--- config.mk ---
export PLATFORM = sky130hd
export DESIGN_NAME = cmfc_top
export DESIGN_NICKNAME = d
export VERILOG_FILES = /design/src/logic/cmfc_top.v
export VERILOG_INCLUDE_DIRS = /design/src /design/src/inc
export SDC_FILE = /design/constraint.sdc
export NUM_CORES = 1
export LEC_CHECK = 0
export ABC_CLOCK_PERIOD_IN_PS = 4100
export BUFFER_PORTS_ARGS = -buffer_cell sky130_fd_sc_hd__buf_2
export CORE_MARGIN = 8
export CORE_UTILIZATION = 50
export CTS_CLUSTER_SIZE = 8
export DETAILED_ROUTE_END_ITERATION = 12
export HOLD_SLACK_MARGIN = 0.02
export PLACE_DENSITY = 0.75
export SLEW_MARGIN = 10
export SYNTH_ARGS = -nofsm -noshare
export SYNTH_HDL_FRONTEND = slang
export SYNTH_SLANG_ARGS = --single-unit
--- constraint.sdc ---
create_clock -name clk_sys -period 4.1 [get_ports clk_sys]
set_clock_uncertainty 0.1 [all_clocks]
set_input_delay 0.615 -clock clk_sys [delete_from_list [all_inputs] [get_ports clk_sys]]
set_output_delay 0.615 -clock clk_sys [all_outputs]
set_load 0.02 [all_outputs]
--- src/inc/cmfc_consts.vh ---
// Purpose: constants for the CAN mode and filter control block
// Assumes: 32-bit register port, word index addressing
// Notes: offsets are register indexes
//
// What this block does
// - abort bit self-clears after all aborts
// - requested mode codes, 101 and 110 reserved
// - read-only current mode in same encoding
// - capture enable gates timestamp timer and capture
// - module-on bit enables whole module
// - clearing on waits for transaction, busy shows it
// - unimplemented control bits read zero
// - one byte lane per filter, enable/mask/fifo
// - filter enable turns filter on/off
// - mask select chooses mask 0 to 3
// - fifo select 0 to 15, upper codes reserved
// - mask/fifo writes only while filter disabled
`ifndef CMFC_CONSTS_VH
`define CMFC_CONSTS_VH

// ****************************************
// register indexes
// ****************************************
`define CMFC_IDX_CTRL 4'h0
`define CMFC_IDX_FLT3 4'h1
`define CMFC_IDX_IRQ_STAT 4'h2
`define CMFC_IDX_IRQ_EN 4'h3
`define CMFC_IDX_IRQ_CLR 4'h4
`define CMFC_IDX_TMR 4'h5

// ****************************************
// control field positions
// ****************************************
`define CMFC_ABORT_BIT 27
`define CMFC_REQ_HI 26
`define CMFC_REQ_LO 24
`define CMFC_CUR_HI 23
`define CMFC_CUR_LO 21
`define CMFC_CAP_BIT 20
`define CMFC_ON_BIT 15
`define CMFC_STOP_WHEN_CPU_IDLE_BIT 13
`define CMFC_BUSY_BIT 11
`define CMFC_DEVICENET_COMPARE_COUNT_HI 4
`define CMFC_CTRL_WMASK 32'h0F00201F

// ****************************************
// reset values and modes
// ****************************************
`define CMFC_MODE_NORMAL 3'h0
`define CMFC_MODE_DISABLE 3'h1
`define CMFC_MODE_LOOPBACK 3'h2
`define CMFC_MODE_LISTEN 3'h3
`define CMFC_MODE_CONFIG 3'h4
`define CMFC_MODE_LISTEN_ALL 3'h7
`define CMFC_FLT_RST 16'h0000

// ****************************************
// filter lane layout
// ****************************************
`define CMFC_FLT_EN_BIT 7
`define CMFC_FLT_FSEL_MAX 5'h0F

// ****************************************
// interrupt bits
// ****************************************
`define CMFC_IRQ_ABORT_DONE 0
`define CMFC_IRQ_MODE_CHG 1
`define CMFC_IRQ_OFF_DONE 2
`define CMFC_IRQ_RX_STORED 3

`endif

--- src/logic/cmfc_top.v ---
// Purpose: mode, abort, capture and filter control of a CAN controller
// Assumes: engine signals are on clk_sys
// Notes: filters twelve and thirteen held here
//
// Design decisions made here: the strobed register port and the placing of the registers.
`timescale 1ns/100ps
`default_nettype none
`include "cmfc_consts.vh"

module cmfc_top (
    input wire clk_sys,
    input wire rst,
    input wire [3:0] reg_addr,
    input wire [31:0] reg_wdata,
    input wire reg_wr,
    input wire reg_rd,
    output reg [31:0] reg_rdata,
    input wire eng_tx_pending,
    input wire eng_transaction_active,
    input wire eng_mode_ready,
    input wire rx_valid,
    input wire rx_match_twelve,
    input wire rx_match_thirteen,
    output reg abort_request,
    output reg [2:0] engine_mode,
    output reg module_enable,
    output reg timer_run,
    output reg [15:0] receive_timestamp_timer,
    output reg [15:0] rx_timestamp,
    output reg rx_store,
    output reg [3:0] rx_fifo,
    output reg [1:0] filter_twelve_mask_select,
    output reg [1:0] filter_thirteen_mask_select,
    output reg filter_twelve_enable,
    output reg filter_thirteen_enable,
    output reg irq
);

    // ****************************************
    // helpers
    // ****************************************
    function valid_mode;
        input [2:0] m;
        begin
            valid_mode = (m != 3'h5) && (m != 3'h6);
        end
    endfunction

    // lane update honoring the enable lock
    function [7:0] lane_update;
        input [7:0] old_lane;
        input [7:0] new_lane;
        begin
            if (old_lane[`CMFC_FLT_EN_BIT]) begin
                lane_update = {new_lane[7], old_lane[6:0]};
            end else begin
                lane_update = new_lane;
            end
        end
    endfunction

    // ****************************************
    // state
    // ****************************************
    reg abort_reg;
    reg [2:0] req_mode_reg;
    reg [2:0] cur_mode_reg;
    reg cap_reg;
    reg on_reg;
    reg stop_when_cpu_idle_reg;
    reg [4:0] devicenet_compare_count_reg;
    reg busy_reg;
    reg [15:0] flt_reg;
    reg [3:0] stat_reg;
    reg [3:0] en_reg;
    reg [3:0] ev_next;
    wire wr_ctrl;
    wire [31:0] ctrl_word;
    wire [7:0] lane12;
    wire [7:0] lane13;
    wire hit12;
    wire hit13;
    wire [2:0] eff_mode;

    assign wr_ctrl = reg_wr && (reg_addr == `CMFC_IDX_CTRL);
    assign lane12 = flt_reg[7:0];
    assign lane13 = flt_reg[15:8];
    assign hit12 = lane12[`CMFC_FLT_EN_BIT] && rx_match_twelve;
    assign hit13 = lane13[`CMFC_FLT_EN_BIT] && rx_match_thirteen;
    assign eff_mode = on_reg ? req_mode_reg : `CMFC_MODE_DISABLE;
    assign ctrl_word = {4'h0, abort_reg, req_mode_reg, cur_mode_reg, cap_reg, 4'h0,
                        on_reg, 1'b0, stop_when_cpu_idle_reg, 1'b0, busy_reg, 3'h0, 3'h0, devicenet_compare_count_reg};

    // ****************************************
    // control register
    // ****************************************
    always @(posedge clk_sys or posedge rst) begin
        if (rst) begin
            abort_reg <= 1'b0;
            req_mode_reg <= `CMFC_MODE_CONFIG;
            cap_reg <= 1'b0;
            on_reg <= 1'b0;
            stop_when_cpu_idle_reg <= 1'b0;
            devicenet_compare_count_reg <= 5'h00;
        end else begin
            if (wr_ctrl) begin
                if (valid_mode(reg_wdata[`CMFC_REQ_HI:`CMFC_REQ_LO])) begin
                    req_mode_reg <= reg_wdata[`CMFC_REQ_HI:`CMFC_REQ_LO];
                end
                cap_reg <= reg_wdata[`CMFC_CAP_BIT];
                on_reg <= reg_wdata[`CMFC_ON_BIT];
                stop_when_cpu_idle_reg <= reg_wdata[`CMFC_STOP_WHEN_CPU_IDLE_BIT];
                devicenet_compare_count_reg <= reg_wdata[`CMFC_DEVICENET_COMPARE_COUNT_HI:0];
            end
            if (wr_ctrl && reg_wdata[`CMFC_ABORT_BIT]) begin
                abort_reg <= 1'b1;
            end else if (abort_reg && !eng_tx_pending) begin
                abort_reg <= 1'b0;
            end
        end
    end

    // ****************************************
    // mode tracking and busy
    // ****************************************
    always @(posedge clk_sys or posedge rst) begin
        if (rst) begin
            cur_mode_reg <= `CMFC_MODE_CONFIG;
            busy_reg <= 1'b0;
            module_enable <= 1'b0;
            engine_mode <= `CMFC_MODE_CONFIG;
            abort_request <= 1'b0;
        end else begin
            abort_request <= abort_reg;
            engine_mode <= eff_mode;
            if (on_reg) begin
                module_enable <= 1'b1;
                busy_reg <= 1'b1;
            end else if (!eng_transaction_active) begin
                module_enable <= 1'b0;
                busy_reg <= 1'b0;
            end
            if (eng_mode_ready && !eng_transaction_active) begin
                cur_mode_reg <= eff_mode;
            end
        end
    end

    // ****************************************
    // timestamp timer and capture
    // ****************************************
    always @(posedge clk_sys or posedge rst) begin
        if (rst) begin
            receive_timestamp_timer <= 16'h0000;
            timer_run <= 1'b0;
            rx_timestamp <= 16'h0000;
            rx_store <= 1'b0;
            rx_fifo <= 4'h0;
        end else begin
            timer_run <= cap_reg && module_enable;
            if (cap_reg && module_enable) begin
                receive_timestamp_timer <= receive_timestamp_timer + 16'h0001;
            end
            rx_store <= rx_valid && module_enable && (hit12 || hit13);
            if (rx_valid && (hit12 || hit13)) begin
                rx_fifo <= hit12 ? lane12[3:0] : lane13[3:0];
                rx_timestamp <= cap_reg ? receive_timestamp_timer : 16'h0000;
            end
        end
    end

    // ****************************************
    // filter control register
    // ****************************************
    always @(posedge clk_sys or posedge rst) begin
        if (rst) begin
            flt_reg <= `CMFC_FLT_RST;
        end else if (reg_wr && reg_addr == `CMFC_IDX_FLT3) begin
            flt_reg[7:0] <= lane_update(lane12, reg_wdata[7:0]);
            flt_reg[15:8] <= lane_update(lane13, reg_wdata[15:8]);
        end
    end

    always @(posedge clk_sys or posedge rst) begin
        if (rst) begin
            filter_twelve_enable <= 1'b0;
            filter_thirteen_enable <= 1'b0;
            filter_twelve_mask_select <= 2'h0;
            filter_thirteen_mask_select <= 2'h0;
        end else begin
            filter_twelve_enable <= lane12[`CMFC_FLT_EN_BIT];
            filter_thirteen_enable <= lane13[`CMFC_FLT_EN_BIT];
            filter_twelve_mask_select <= lane12[6:5];
            filter_thirteen_mask_select <= lane13[6:5];
        end
    end

    // ****************************************
    // interrupts
    // ****************************************
    always @* begin
        ev_next = 4'h0;
        ev_next[`CMFC_IRQ_ABORT_DONE] = abort_reg && !eng_tx_pending;
        ev_next[`CMFC_IRQ_MODE_CHG] = eng_mode_ready && !eng_transaction_active && (cur_mode_reg != eff_mode);
        ev_next[`CMFC_IRQ_OFF_DONE] = busy_reg && !on_reg && !eng_transaction_active;
        ev_next[`CMFC_IRQ_RX_STORED] = rx_valid && module_enable && (hit12 || hit13);
    end

    always @(posedge clk_sys or posedge rst) begin
        if (rst) begin
            stat_reg <= 4'h0;
            en_reg <= 4'h0;
            irq <= 1'b0;
        end else begin
            if (reg_wr && reg_addr == `CMFC_IDX_IRQ_EN) begin
                en_reg <= reg_wdata[3:0];
            end
            if (reg_wr && reg_addr == `CMFC_IDX_IRQ_CLR) begin
                stat_reg <= (stat_reg & ~reg_wdata[3:0]) | ev_next;
            end else begin
                stat_reg <= stat_reg | ev_next;
            end
            irq <= |((stat_reg | ev_next) & en_reg);
        end
    end

    // ****************************************
    // read port
    // ****************************************
    always @(posedge clk_sys or posedge rst) begin
        if (rst) begin
            reg_rdata <= 32'h00000000;
        end else if (reg_rd) begin
            case (reg_addr)
                `CMFC_IDX_CTRL: reg_rdata <= ctrl_word;
                `CMFC_IDX_FLT3: reg_rdata <= {16'h0000, flt_reg};
                `CMFC_IDX_IRQ_STAT: reg_rdata <= {28'h0000000, stat_reg};
                `CMFC_IDX_IRQ_EN: reg_rdata <= {28'h0000000, en_reg};
                `CMFC_IDX_TMR: reg_rdata <= {16'h0000, receive_timestamp_timer};
                default: reg_rdata <= 32'h00000000;
            endcase
        end else begin
            reg_rdata <= 32'h00000000;
        end
    end

endmodule // cmfc_top
`default_nettype wire

Word level (Yosys, flattened, before mapping):

Cells that the tools add are included.

* input bits: 46
* flip-flop bits (word level): 121
* output and inout port bits: 82
* logic and storage cells: 80

* bitwise operators: 7
* multiplexer cells: 10
* reduce and logical (&&, ||, !) cells: 27
* equality and inequality tests: 9
* add/subtract/negate cells: 1

Operators with widths (number)
* 28-bit case mux with 5 select lines: 1
* 32-bit two-way mux: 1
* 1-bit logical AND: 17
* 16-bit by 1-bit adder with 16-bit output (second input constant): 1
* 16-bit two-way mux: 1
* 4-bit AND: 2
* 4-bit by 2-bit == test with 1-bit output (second input constant): 2
* 4-bit by 3-bit == test with 1-bit output (second input constant): 2
* 4-bit two-way mux: 2
* 4-bit bitwise OR: 2
* 3-bit inequality test (second input constant): 2
* 2-bit AND reduction: 3
* 4-bit by 1-bit == test with 1-bit output (second input constant): 1
* 4-bit logical NOT: 1
* 1-bit two-way mux: 4
* 4-bit NOT: 1
* 4-bit OR reduction: 1
* 1-bit logical NOT: 3
* 3-bit two-way mux: 1
* 3-bit inequality test: 1
* 2-bit by 1-bit inequality test with 1-bit output (second input constant): 1
* 1-bit NOT: 2
* 2-bit nonzero test: 1
* 1-bit logical OR: 1

Logic depth before layout (Yosys ltp):

* depth in word-level cells: 6
* depth in mapped cells: 7
* mapped depth without buffers: 5

Worst setup path after synthesis:

Ideal clock, no wire load.

* path type: input -> register
* start point: input reg_addr[1]
* end point: register flt_reg[0]
* arrival: 1.809 ns
* path buffers: 2
* setup slack: 2.066 ns
* library setup time: 0.125 ns
* stages on the path: 6
* cells stage by stage: buf_6 -> nor4b_4 -> nand2_2 -> or2_1 -> buf_6 -> mux2_4

* longest elaborated chain between the ends: 3

Ends and longest elaborated chain
* start, declared: line cmfc_top.v:13 `input wire [3:0] reg_addr,`
* 4-bit by 1-bit == test with 1-bit output
* 1-bit logical AND (no line)
* 2-bit AND reduction (no line)
* end signal, assigned: line cmfc_top.v:177 `` flt_reg <= `CMFC_FLT_RST; ``
* end signal, assigned: line cmfc_top.v:179 `flt_reg[7:0] <= lane_update(lane12, reg_wdata[7:0]);`
* end, declared: line cmfc_top.v:73 `reg [15:0] flt_reg;`

Every way passes these cells.
A chain may end at the register's enable or synchronous reset.

Final worst setup path:

* start point: input reg_addr[0]
* end point: register flt_reg[14]

Same word-level chain as after synthesis.

==> out/qor.txt <==
Routed WL: 11900 µm
Final TNS setup: 0 ns
Remaining DRCs: 0
Reg with most FFs: reg_rdata
Pre-Repair DR Iteration Count: 8
CTS hold repair buffers: 0
Layout Utilization: 64.7%
Critical Path Start Type: input port
M2 GR Usage: 30.0%
Min Hold Slack: 0.171 ns
Setup ws final: 1.80 ns
Kind of critical path: in -> reg
CTS tree: built
Bufs on Longest Clock Path: 2
Final worst-path cycle share: 56.1%
Net count, final: 566
Minimum clock period: 2.30 ns
Most frequent cell after synthesis: dfrtp_1
Die X: 113 µm
Power per cell area: 607 nW/µm²
Initial antenna violation count: 1
Grt met1 use: 23.8%
Max Fclk: 0.434 GHz
ANT nets after route: 0
Area growth from synthesis to layout: 26.2%
Reg clk slew, reported paths: 0.05 ns
Via count: 3535
Grt ovf: 0
Leakage: 0.00304 µW
Worst Max-Slew Pin Slew: 1.06 ns
Die ar.: 12800 µm²
Crit. End Element: register
Post-CTS sizing: 0
Post-CTS Setup Inserts: 0
Vias in the first global route: 3535
Busiest layer in global routing: met2
Max reg flops: 24
Switching share of total power: 28.4%
First-pass GRT wire length: 18900 µm
CP max FO: 13
Fin. Hold Viols: 0
Status: completed
GR Util met3: 5.48%
Yosys cell types: 42
HP Class: in -> async
Critical Path RT: 4.39 ns
Peak supply drop: 0.314 mV
Max Cap Violations: 0
Reg power frac: 40.7%
Sequential-to-total area share from yosys stat: 60.0%
Post-Syn Instances: 407
Int Power: 2590 µW
Initial DRC count: 300
DR vias/cell: 5.49
Die Ht: 113 µm
Clock network power share: 43.7%
Total Power: 3610 µW
Filler cells: 705
Synth area leaders: dfrtp_1, nand2_1, mux2_4, mux2_2, xnor2_1
DP HPWL: 8420 µm
CTS sink count: 113
Ys async rst share: 100%
Placer Congestion: 0.901
Syn_area_per_cell: 11.6 µm²
Synth area leader: dfrtp_1
Gr usage total: 19.1%
H-tree levels: 4
Clock latency on the worst-skew pair: 0.51 ns
Largest net degree at the start of global routing: 72
Total CTS buffers: 17
Slew Limit Headroom: 29.4%
Final Max Slew Viols: 0
Worst EP arrival: 2.60 ns
# setup viols final: 0
EDFF count, synth: 0
Core Box Area: 9200 µm²
Number of I/O port buffers: 108
Sw Pwr: 1020 µW
Root buffer cell: clkbuf_8
Primary FF master, synth: dfrtp_1
RSZ-0062 raised after global routing: false
Pre-CTS WS: 1.32 ns
Post-synth top area share: 58.4%
#FFs+latches synth: 113
WL per Instance: 18.5 µm
Synth Cell Area: 4720 µm²
Top cells by count, synth: dfrtp_1, nand2_1, o21ai_0
Site Rows: 35
Combinational share of power: 15.6%
Initial Util: 51.3%
Share of cells above drive strength 1: 34.0%
Io pins: 128
Ys Warns: 0
## layout by cell type (no fill, tap or decap), drive strengths merged, types with 2 or more instances in the layout
| cell | instances |
|---|---|
| a21o | 3 |
| a21oi | 7 |
| a222oi | 5 |
| a22o | 7 |
| a22oi | 12 |
| and2 | 10 |
| and3 | 5 |
| and4 | 4 |
| buf | 112 |
| bufinv | 5 |
| clkbuf | 19 |
| clkinv | 6 |
| clkinvlp | 2 |
| conb | 8 |
| dfrtp | 110 |
| dfstp | 3 |
| inv | 6 |
| mux2 | 30 |
| mux2i | 4 |
| nand2 | 81 |
| nand2b | 4 |
| nand3 | 8 |
| nand4 | 3 |
| nor2 | 19 |
| o21ai | 26 |
| o22ai | 3 |
| or2 | 2 |
| xnor2 | 14 |
| xor2 | 4 |
## path summary, 6_finish.rpt
check	slack (ns)	cells past startpoint	startpoint	endpoint
worst max-delay path	1.80	5	reg_addr[0]	flt_reg[14]
worst min-delay path	0.17	2	rst	rx_timestamp[3]
worst max register to register	2.06	4	cap_reg	receive_timestamp_timer[15]
worst min register to register	0.31	0	flt_reg[6]	filter_twelve_mask_select[1]
max in group asynchronous	2.84	3	rst	req_mode_reg[2]
min in group clk_sys	0.21	3	reg_wdata[20]	cap_reg
## through the flow
step / instances / instance area, µm²
floorplan: 414 / 4740
global placement: 611 / 5310
detailed placement: 611 / 5310
CTS: 643 / 5950
global route: 644 / 5950
finish: 644 / 5950
## logic make-up after synthesis
logic type / after synthesis / share of synthesized area [%]
compound gates: 64 / 8.86
other cells: 1 / 0.0795
flops: 113 / 60.0
mux: 34 / 9.13
simple gates: 144 / 14.6
buf+inv: 32 / 3.71
xor+xnor: 18 / 3.34
fa+ha+maj: 1 / 0.265
## critical path, cell delays in order
cell and delay [ns]:
buf_2 0.26, nor4b_4 0.75, nand2_2 0.17, or2_1 0.43, mux2_4 0.36
## power groups by stage
stage | sequential [µW] | clock (µW) | combinational [µW]
4_1_cts | 1460 | 1590 | 568
2_1_floorplan | 1510 | 0 | 309
6_report | 1470 | 1580 | 564
5_1_grt | 1490 | 1650 | 614
3_3_place_gp | 1470 | 0 | 547
3_5_place_dp | 1480 | 0 | 562
## routing by layer
metal / vias up / routed length [µm]
li1: 1615 / -
met2: 170 / 5800
met5: - / 0
met1: 1726 / 4880
met3: 24 / 986
met4: 0 / 236
## area by class of cell
type / instances / area [µm²] / area share (%)
antenna: 1 / 2.50 / 0.0420
clock buffer: 19 / 432 / 7.25
inverter: 6 / 25.0 / 0.420
tap: 111 / 139 / 2.33
multi-input combinational: 269 / 1740 / 29.3
clock inverter: 13 / 210 / 3.53
sequential: 113 / 2830 / 47.6
timing repair buffer: 112 / 571 / 9.59
No activity file was read; power rests on OpenSTA's default activity.
